===== config.mk =====
export PLATFORM = sky130hd
export DESIGN_NAME = rre_exec
export DESIGN_NICKNAME = d
export VERILOG_FILES = /design/src/rre_pkg.sv /design/src/rre_if.sv /design/src/rre_decode.sv /design/src/rre_exec.sv
export SDC_FILE = /design/constraint.sdc
export NUM_CORES = 1
export LEC_CHECK = 0
export BUFFER_PORTS_ARGS = -buffer_cell sky130_fd_sc_hd__clkbuf_2
export CAP_MARGIN = 10
export CORE_UTILIZATION = 43
export DETAILED_ROUTE_END_ITERATION = 8
export GPL_TIMING_DRIVEN = 0
export HOLD_SLACK_MARGIN = 0.1
export PLACE_DENSITY = 0.81
export SYNTH_ARGS = -nofsm -noshare
export SYNTH_HDL_FRONTEND = slang
export SYNTH_SLANG_ARGS = --single-unit

===== constraint.sdc =====
create_clock -name i_clock -period 2.21 [get_ports i_clock]
set_clock_uncertainty 0.05 [all_clocks]
set_input_delay 0.221 -clock i_clock [delete_from_list [all_inputs] [get_ports i_clock]]
set_output_delay 0.221 -clock i_clock [all_outputs]
set_load 0.005 [all_outputs]

===== src/rre_pkg.sv =====
package rre_pkg;
  // ---------------------------------------------------------------
  // instruction word (14-bit core encoding)
  // ---------------------------------------------------------------
  localparam int          INSN_W      = 14;
  localparam int          DATA_W      = 8;
  localparam int          FADDR_W     = 7;
  localparam int          PC_W        = 13;
  // return with literal: 11 01xx kkkk kkkk
  localparam logic [13:0] LITRET_MASK = 14'h3c00;
  localparam logic [13:0] LITRET_CODE = 14'h3400;
  // plain return
  localparam logic [13:0] RET_CODE    = 14'h0008;
  // rotate left: 00 1101 dfff ffff
  localparam logic [13:0] ROTL_MASK   = 14'h3f00;
  localparam logic [13:0] ROTL_CODE   = 14'h0d00;
  localparam int          DEST_BIT    = 7;
  localparam int          MSB_BIT     = 7;
  // ---------------------------------------------------------------
  // cycle counts and reset values
  // ---------------------------------------------------------------
  localparam logic [1:0]  RET_CYCLES  = 2'h2;
  localparam logic [7:0]  W_RST       = 8'h00;
  localparam logic [12:0] PC_RST      = 13'h0000;

  typedef enum logic [2:0] {
    ST_IDLE  = 3'b001,
    ST_FLUSH = 3'b010,
    ST_HOLD  = 3'b100
  } rre_state_t;
endpackage : rre_pkg


===== src/rre_if.sv =====
`timescale 1ns/1ps
interface rre_if;
  logic       is_litret;
  logic       is_ret;
  logic       is_rotl;
  logic [7:0] literal;
  logic [6:0] faddr;
  logic       dest_file;
  modport dec (output is_litret, is_ret, is_rotl, literal, faddr, dest_file);
  modport exe (input  is_litret, is_ret, is_rotl, literal, faddr, dest_file);
endinterface : rre_if


===== src/rre_decode.sv =====
`timescale 1ns/1ps
module rre_decode (
  // instruction
  input  wire logic [13:0] i_insn,
  input  wire logic        i_valid,
  // decoded fields
  rre_if.dec               dec
);
  always_comb begin
    dec.is_litret = i_valid && ((i_insn & rre_pkg::LITRET_MASK) == rre_pkg::LITRET_CODE);
    dec.is_ret    = i_valid && (i_insn == rre_pkg::RET_CODE);
    dec.is_rotl   = i_valid && ((i_insn & rre_pkg::ROTL_MASK) == rre_pkg::ROTL_CODE);
    dec.literal   = i_insn[7:0];
    dec.faddr     = i_insn[6:0];
    dec.dest_file = i_insn[rre_pkg::DEST_BIT];
  end
endmodule : rre_decode


===== src/rre_exec.sv =====
// Summary of operation
// RQ1: literal return writes 8-bit immediate to accumulator, flags untouched.
// RQ2: literal return loads program counter from stack top entry.
// RQ3: literal return is one word, two cycles, resumes at popped address.
// RQ4: plain return pops stack into program counter, no flags changed.
// RQ5: plain return takes two cycles due to redirect.
// RQ6: rotate left through carry, only carry flag changes.
// RQ7: rotate result to accumulator when dest bit 0, else to register.
// RQ8: old carry enters bit 0, old bit 7 becomes carry; one cycle.
`timescale 1ns/1ps
module rre_exec (
  // clock and reset
  input  wire logic        i_clock,
  input  wire logic        i_rst_n,
  // instruction in
  input  wire logic [13:0] i_insn,
  input  wire logic        i_insn_valid,
  // core state in
  input  wire logic [12:0] i_stack_top_entry,
  input  wire logic [7:0]  i_file_rdata,
  input  wire logic [7:0]  i_w,
  input  wire logic        i_carry,
  // core state out
  output logic      [7:0]  o_w,
  output logic             o_w_we,
  output logic             o_carry,
  output logic             o_carry_we,
  output logic      [12:0] o_pc,
  output logic             o_pc_load,
  output logic             o_stack_pop,
  output logic      [6:0]  o_file_addr,
  output logic      [7:0]  o_file_wdata,
  output logic             o_file_we,
  output logic             o_busy
);
  // ---------------------------------------------------------------
  // decode
  // ---------------------------------------------------------------
  rre_if dif ();

  rre_decode u_dec (
    .i_insn  (i_insn),
    .i_valid (i_insn_valid),
    .dec     (dif)
  );

  // ---------------------------------------------------------------
  // state
  // ---------------------------------------------------------------
  rre_pkg::rre_state_t state_reg, state_next;
  logic [7:0]  w_reg, w_next;
  logic        w_we_reg, w_we_next;
  logic        c_reg, c_next;
  logic        c_we_reg, c_we_next;
  logic [12:0] pc_reg, pc_next;
  logic        pcl_reg, pcl_next;
  logic        pop_reg, pop_next;
  logic [6:0]  fa_reg, fa_next;
  logic [7:0]  fd_reg, fd_next;
  logic        fwe_reg, fwe_next;
  logic        busy_reg, busy_next;
  logic [1:0]  cyc_reg, cyc_next;
  logic        idle;
  logic        take_ret;
  logic        take_rotl;
  logic [8:0]  rot;

  // bit 8 is the carry out, bits 7:0 the rotated value
  function automatic logic [8:0] rotl(input logic [7:0] v, input logic c);
    rotl = {v, c}; // see RQ8
  endfunction : rotl

  // ---------------------------------------------------------------
  // issue qualification
  // ---------------------------------------------------------------
  // words offered outside idle are dropped silently: the core has
  // already thrown them away as the flushed prefetch
  always_comb begin
    idle      = (state_reg == rre_pkg::ST_IDLE);
    take_ret  = idle && (dif.is_litret || dif.is_ret);
    take_rotl = idle && dif.is_rotl;
    rot       = rotl(i_file_rdata, i_carry); // see RQ8
  end

  // ---------------------------------------------------------------
  // return sequencer
  // ---------------------------------------------------------------
  always_comb begin
    state_next = state_reg;
    cyc_next   = cyc_reg;
    pc_next    = pc_reg;
    pcl_next   = 1'b0;
    pop_next   = 1'b0;
    busy_next  = 1'b0;
    unique case (state_reg)
      rre_pkg::ST_IDLE: begin
        if (take_ret) begin
          // flags never written on either return, see RQ1 see RQ4
          pc_next    = i_stack_top_entry; // see RQ2 see RQ4
          pcl_next   = 1'b1;
          pop_next   = 1'b1;
          busy_next  = 1'b1;
          cyc_next   = 2'h1;
          state_next = rre_pkg::ST_FLUSH;
        end
      end
      rre_pkg::ST_FLUSH: begin
        // second cycle discards the prefetched word, see RQ3 see RQ5
        cyc_next  = cyc_reg + 2'h1;
        busy_next = (cyc_reg + 2'h1) < rre_pkg::RET_CYCLES;
        if (!busy_next) begin
          state_next = rre_pkg::ST_IDLE;
        end else begin
          state_next = rre_pkg::ST_HOLD;
        end
      end
      rre_pkg::ST_HOLD: begin
        state_next = rre_pkg::ST_IDLE;
      end
      default: begin
        state_next = rre_pkg::ST_IDLE;
      end
    endcase
  end

  // sync reset drops every strobe together with the state
  always_ff @(posedge i_clock) begin
    if (!i_rst_n) begin
      state_reg <= rre_pkg::ST_IDLE;
      cyc_reg   <= 2'h0;
      pc_reg    <= rre_pkg::PC_RST;
      pcl_reg   <= 1'b0;
      pop_reg   <= 1'b0;
      busy_reg  <= 1'b0;
    end else begin
      state_reg <= state_next;
      cyc_reg   <= cyc_next;
      pc_reg    <= pc_next;
      pcl_reg   <= pcl_next;
      pop_reg   <= pop_next;
      busy_reg  <= busy_next;
    end
  end

  // ---------------------------------------------------------------
  // accumulator and carry
  // ---------------------------------------------------------------
  // only the rotate may touch carry; both returns leave it alone
  always_comb begin
    w_next    = w_reg;
    w_we_next = 1'b0;
    c_next    = c_reg;
    c_we_next = 1'b0;
    if (take_ret && dif.is_litret) begin
      w_next    = dif.literal; // see RQ1
      w_we_next = 1'b1;
    end else if (take_rotl) begin
      c_next    = rot[rre_pkg::DATA_W]; // see RQ6 see RQ8
      c_we_next = 1'b1;
      if (!dif.dest_file) begin
        w_next    = rot[7:0]; // see RQ7
        w_we_next = 1'b1;
      end
    end
  end

  always_ff @(posedge i_clock) begin
    if (!i_rst_n) begin
      w_reg    <= rre_pkg::W_RST;
      w_we_reg <= 1'b0;
      c_reg    <= 1'b0;
      c_we_reg <= 1'b0;
    end else begin
      w_reg    <= w_next;
      w_we_reg <= w_we_next;
      c_reg    <= c_next;
      c_we_reg <= c_we_next;
    end
  end

  // ---------------------------------------------------------------
  // file register write port
  // ---------------------------------------------------------------
  always_comb begin
    fa_next  = fa_reg;
    fd_next  = fd_reg;
    fwe_next = 1'b0;
    if (take_rotl && dif.dest_file) begin
      fa_next  = dif.faddr; // see RQ7
      fd_next  = rot[7:0];
      fwe_next = 1'b1;
    end
  end

  always_ff @(posedge i_clock) begin
    if (!i_rst_n) begin
      fa_reg  <= 7'h00;
      fd_reg  <= 8'h00;
      fwe_reg <= 1'b0;
    end else begin
      fa_reg  <= fa_next;
      fd_reg  <= fd_next;
      fwe_reg <= fwe_next;
    end
  end

  // ---------------------------------------------------------------
  // outputs
  // ---------------------------------------------------------------
  // all straight from flops so the core never sees decode glitches
  assign o_w          = w_reg;
  assign o_w_we       = w_we_reg;
  assign o_carry      = c_reg;
  assign o_carry_we   = c_we_reg;
  assign o_pc         = pc_reg;
  assign o_pc_load    = pcl_reg;
  assign o_stack_pop  = pop_reg;
  assign o_file_addr  = fa_reg;
  assign o_file_wdata = fd_reg;
  assign o_file_we    = fwe_reg;
  assign o_busy       = busy_reg;
endmodule : rre_exec


[After elaboration in Yosys (flattened, before gate mapping)]
Index checks and enable logic that the tools add are counted.
Word-level totals
  output and inout port bits: 43
  flip-flop bits (word level): 47
  input port bits: 47
  word-level logic and storage cells: 54
Operators by class
  bitwise logic cells: 2
  $lt $le $gt $ge: 1
  reductions and logical operators: 16
  mux-type cells: 15
  add/subtract/negate cells: 1
  eq/ne operators: 7
Operator list (number)
  $mux 8: 3
  $eq 14x4->1 const B: 1
  $reduce_and 2->1: 5
  $logic_and 1x1->1: 7
  $eq 6x4->1 const B: 1
  $mux 1: 6
  $mux 3: 2
  $pmux 3 s2: 1
  $eq 4x4->1 const B: 1
  $ne 2x1->1 const B: 2
  $pmux 2 s2: 1
  $reduce_bool 2->1: 2
  $eq 3x1->1 const B: 1
  $eq 3x2->1 const B: 1
  $add 2x1->2 const B: 1
  $lt 2x2->1 const B: 1
  $mux 2: 1
  $not 1->1: 2
  $pmux 1 s2: 1
  $reduce_or 2->1: 1
  $logic_or 1x1->1: 1

[Depth between registers and ports, before layout]
  word-level depth: 7
  gate-level depth with buffers: 7
  gate-level depth less buffers: 4

[Cells and area by module]
A second synthesis with hierarchy kept.
Second synthesis, totals
  cell total of the unflattened synthesis: 230
  area, all modules: 2130.8 um^2
Modules (own cells, without submodules)
  rre_exec: cells an instance 205, sequential area each 940.9 um^2, instances 1, area each 1948.1 um^2
  rre_decode: cells an instance 25, sequential area each 0.0 um^2, instances 1, area each 182.7 um^2

[Worst setup path before layout]
OpenSTA, ideal clock, no wires.
  kind: register -> register
  from: register state_reg[0]
  to: register fa_reg[0], in the netlist o_file_addr[0]
  slack: 0.143 ns
  cell stages (with the launch flop): 8
  path buffers: 3
  library setup time: 0.128 ns
  period minus slack after synthesis: 2.067 ns
  required time: 2.032 ns
  arrival time: 1.889 ns
  path through: dfxtp_1 or3b_2 clkbuf_2 or4_4 buf_6 buf_12 mux2i_1 nor2_1
Between the ends
  cells in the longest elaborated chain, start to end: 3
RTL lines
  start, declared: line rre_exec.sv:50  | rre_pkg::rre_state_t state_reg, state_next;
  start signal, assigned: line rre_exec.sv:129  | state_reg <= rre_pkg::ST_IDLE;
  start signal, assigned: line rre_exec.sv:136  | state_reg <= state_next;
  $eq 3x1->1: line rre_exec.sv:79  | idle = (state_reg == rre_pkg::ST_IDLE);
  $logic_and 1x1->1: line rre_exec.sv:81  | take_rotl = idle && dif.is_rotl;
  $logic_and 1x1->1: line rre_exec.sv:188  | if (take_rotl && dif.dest_file) begin
  end signal, assigned: line rre_exec.sv:201  | fa_reg <= fa_next;
  end, declared: line rre_exec.sv:58  | logic [6:0] fa_reg, fa_next;
No other way between the ends.
A chain may end at the register's enable or synchronous reset.

[Worst setup path in the final report]
  from: register state_reg[1]
  to: register w_reg[4], in the netlist o_w[4]
Between the ends
  cells in the longest elaborated chain, start to end: 5
  elaborated cells between the ends (all ways): 8
  classes of those cells: eq/ne: 2; mux: 1; reduce/logical: 5
RTL lines
  $eq 3x1->1 *: line rre_exec.sv:79
  $logic_and 1x1->1: line rre_exec.sv:80  | take_ret = idle && (dif.is_litret || dif.is_ret);
  $logic_and 1x1->1: line rre_exec.sv:154  | if (take_ret && dif.is_litret) begin
  $ne 2x1->1 (no source line) / $reduce_bool 2->1 (equally long branches)
  $reduce_and 2->1 (no source line)
  end signal, assigned: line rre_exec.sv:169  | w_reg <= rre_pkg::W_RST;
  end signal, assigned: line rre_exec.sv:174  | w_reg <= w_next;
  end, declared: line rre_exec.sv:51  | logic [7:0] w_reg, w_next;
Every way passes the cells marked *; elsewhere a longest branch is shown, timed or not.

==> impl_metrics.yaml <==
synthesis:
  yosysTopAreaCell: "dfxtp_1"
  syn_inst: 238
  ys_types: 40
  ys.flop_type: "dfxtp_1"
  synth_area_mm2: 0.00218
  synth_top_area_share_pct: 43.1
  ys_seq_elements: 47
  synth_nets: 285
  avgSynthCellArea_um2: 9.17
  ys_warn_count: 0
  synth_edf_count: 0
  ys_seq_area_share_pct: 43.1
  synth.most_common_cell: "dfxtp_1"
  yosys-top-cells-area: "dfxtp_1 (43%), mux2i_1 (8.7%), nor2_1 (5.7%), a41oi_1 (5.2%), o311ai_0 (5.2%)"
  postSynth.asyncResetShare_pct: 0
  synthTopCellsByCount: "dfxtp_1 (47), nor2_1 (33), mux2i_1 (19), nand4_1 (18), nand2_1 (17)"
pwr:
  leakage_nw: 1.26
  peakVddDrop_mv: 0.336
  p_per_area_mw_per_mm2: 581
floorplan:
  die_height_um: 73.3
  die_area_mm2: 0.00537
  pin_count: 90
  die_w_um: 73.3
  initial_core_util_pct: 45.3
  core_mm2: 0.00482
  fp-row-count: 25
drt:
  post_drt_wl_per_cell_um: 16.0
  drcViolationCount: 0
  via_count: 2311
  drt-total-wl_um: 6270
  via_per_inst: 5.88
  ant_nets: 0
  drtIter0Drc: 233
  first_pass_iters: 5
clocking:
  ctsRootBufferMaster: "clkbuf_8"
  cts_tree: "yes"
  numCtsBuffers: 5
  cts_setup_buffers: 0
  path_clk_slew_ns: 0.09
  clock_latency_ns: 0.30
  cts.sinks: 47
  h-tree-depth: 2
  clock_path_buffers: 2
finish:
  fill_cells: 446
  finalNetCount: 372
  largest_reg_flops: 13
  num_antenna_cells: 0
  drive_above_1_share_pct: 31.6
  area.growth.synth_to_final_pct: 28.3
placed_design:
  dp_slack_ns: -0.176
  gp_congestion: 0.836
  port-buffer-count: 80
  dp_hpwl_um: 4440
setup_path:
  cp_max_fo: 9
  cp_slowest_cell: "nor3_1"
  path_cells: "or3b_4, nor3_1, mux2i_1, a21oi_1"
  arrival_ns: 2.26
  crit_type: "reg -> reg"
  required_ns: 2.33
  crit_buf_inv: 0
  start_kind: "flop"
  critical_path.top_delay_family: "simple AND/OR/NAND/NOR gates"
  max_stage_delay_ns: 0.67
  cp-end-kind: "flop"
sta:
  worst_hold_slack_ns: 0.138
  period_share_pct: 96.8
  slew_viol_final: 0
  rsz0062_at_grt: "no"
  relSlewSlack_pct: 47.0
  fin_crit_ns: 2.14
  fin_ws_ns: 0.0717
  finalSetupViolations: 0
  max_freq_ghz: 0.468
  worst_pin_slew_ns: 0.788
  finalHoldViolations: 0
status:
  outcome: "finished, final reports clean"
global_route:
  grt.total_usage_pct: 24.9
  grt_max_degree: 17
  grt_pass1_vias: 2152
  antenna_found_initial: 0
  grt_pass1_wl_um: 10200
  grt.overflow.total: 0
min_path:
  hold_class: "in -> reg"
run:
  cap_viol_max_count: 0
[worst reg2reg max path: cells and delay by family (launching register included)]
kind	cells	cell delay (ns)
flip-flops	1	0.34
AO/OA/AOI/OAI	1	0.12
multiplexers	1	0.37
AND/OR/NAND/NOR	2	1.13
[stage by stage]
stage | TNS [ns] | instances | total power (W) | util (%) | area [um^2]
after global placement | -1.37 | 385 | 0.00101 | 55.4 | 2670
after global routing | 0 | 393 | 0.00169 | 58.2 | 2800
after detailed placement | -1.43 | 385 | 0.00101 | 55.4 | 2670
after floorplan | 0 | 238 | 0.000937 | - | 2180
final | 0 | 393 | 0.00163 | 58.2 | 2800
after CTS | 0 | 393 | 0.00163 | 57.9 | 2790
[logic make-up (layout without fill, tap and decap cells)]
family	Yosys count	in the layout	share of synthesized area, %
and+or+nand+nor	89	89	20.7
buffers and inverters	26	114	5.96
AOI/OAI and AO/OA	55	55	20.7
DFF	47	47	43.1
xor gates and xnor gates	2	2	0.802
muxes	19	19	8.71
[where the power goes]
| group | leakage [nW] | internal [W] | total, W | switching [W] |
|---|---|---|---|---|
| clock | 0.0548 | 0.000341 | 0.000630 | 0.000290 |
| combinational | 0.827 | 0.0000541 | 0.000137 | 0.0000829 |
| sequential | 0.379 | 0.000855 | 0.000861 | 0.00000575 |
[timing repair]
action                                  in CTS  in global routing
endpoints found under the hold margin        1                  0
gates resized for setup                      0                  3
hold buffers                                 1                  0
endpoints found under the setup margin       3                 19
[worst paths after layout]
kind                                 startpoint               to  slack [ns]  depth (start not counted)
worst max register to register     state_reg[1]           o_w[4]        0.07                          4
worst min-delay path            i_file_rdata[3]  o_file_wdata[4]        0.14                          3
worst min register to register  o_file_wdata[3]  o_file_wdata[3]        0.45                          2
worst max-delay path               state_reg[1]           o_w[4]        0.07                          4
[area by class of cell]
class                   count  area, um^2  share of cell area [%]
flip-flops and latches     47         941                    33.6
inverters                   3        11.3                   0.402
multi-input cells         165        1130                    40.2
well taps                  67        83.8                    2.99
clock buffers               5        68.8                    2.46
clock inverters             3        46.3                    1.65
repair buffers             81         410                    14.6
plain buffers              22         114                    4.06
[cells in the final DEF, fill, tap and decap left out, types with 7 or more instances in the layout]
cell type | Yosys | layout
clkbuf_2 | 1 | 80
dfxtp_1 | 47 | 47
nor2_1 | 33 | 33
mux2i_1 | 19 | 19
nand4_1 | 18 | 18
nand2_1 | 17 | 17
clkbuf_1 | 16 | 16
a41oi_1 | 13 | 13
o311ai_0 | 13 | 13
o31ai_1 | 7 | 7
[routing by layer]
metal	GRT usage [%]	part of all wire, %	up-vias
met5	0	0	-
met4	9.80	2.6	0
met3	4.25	7.2	28
met2	40.1	48	139
met1	33.1	42	1051
li1	-	-	1093
Note: power is estimated with default switching activity, not from simulation.
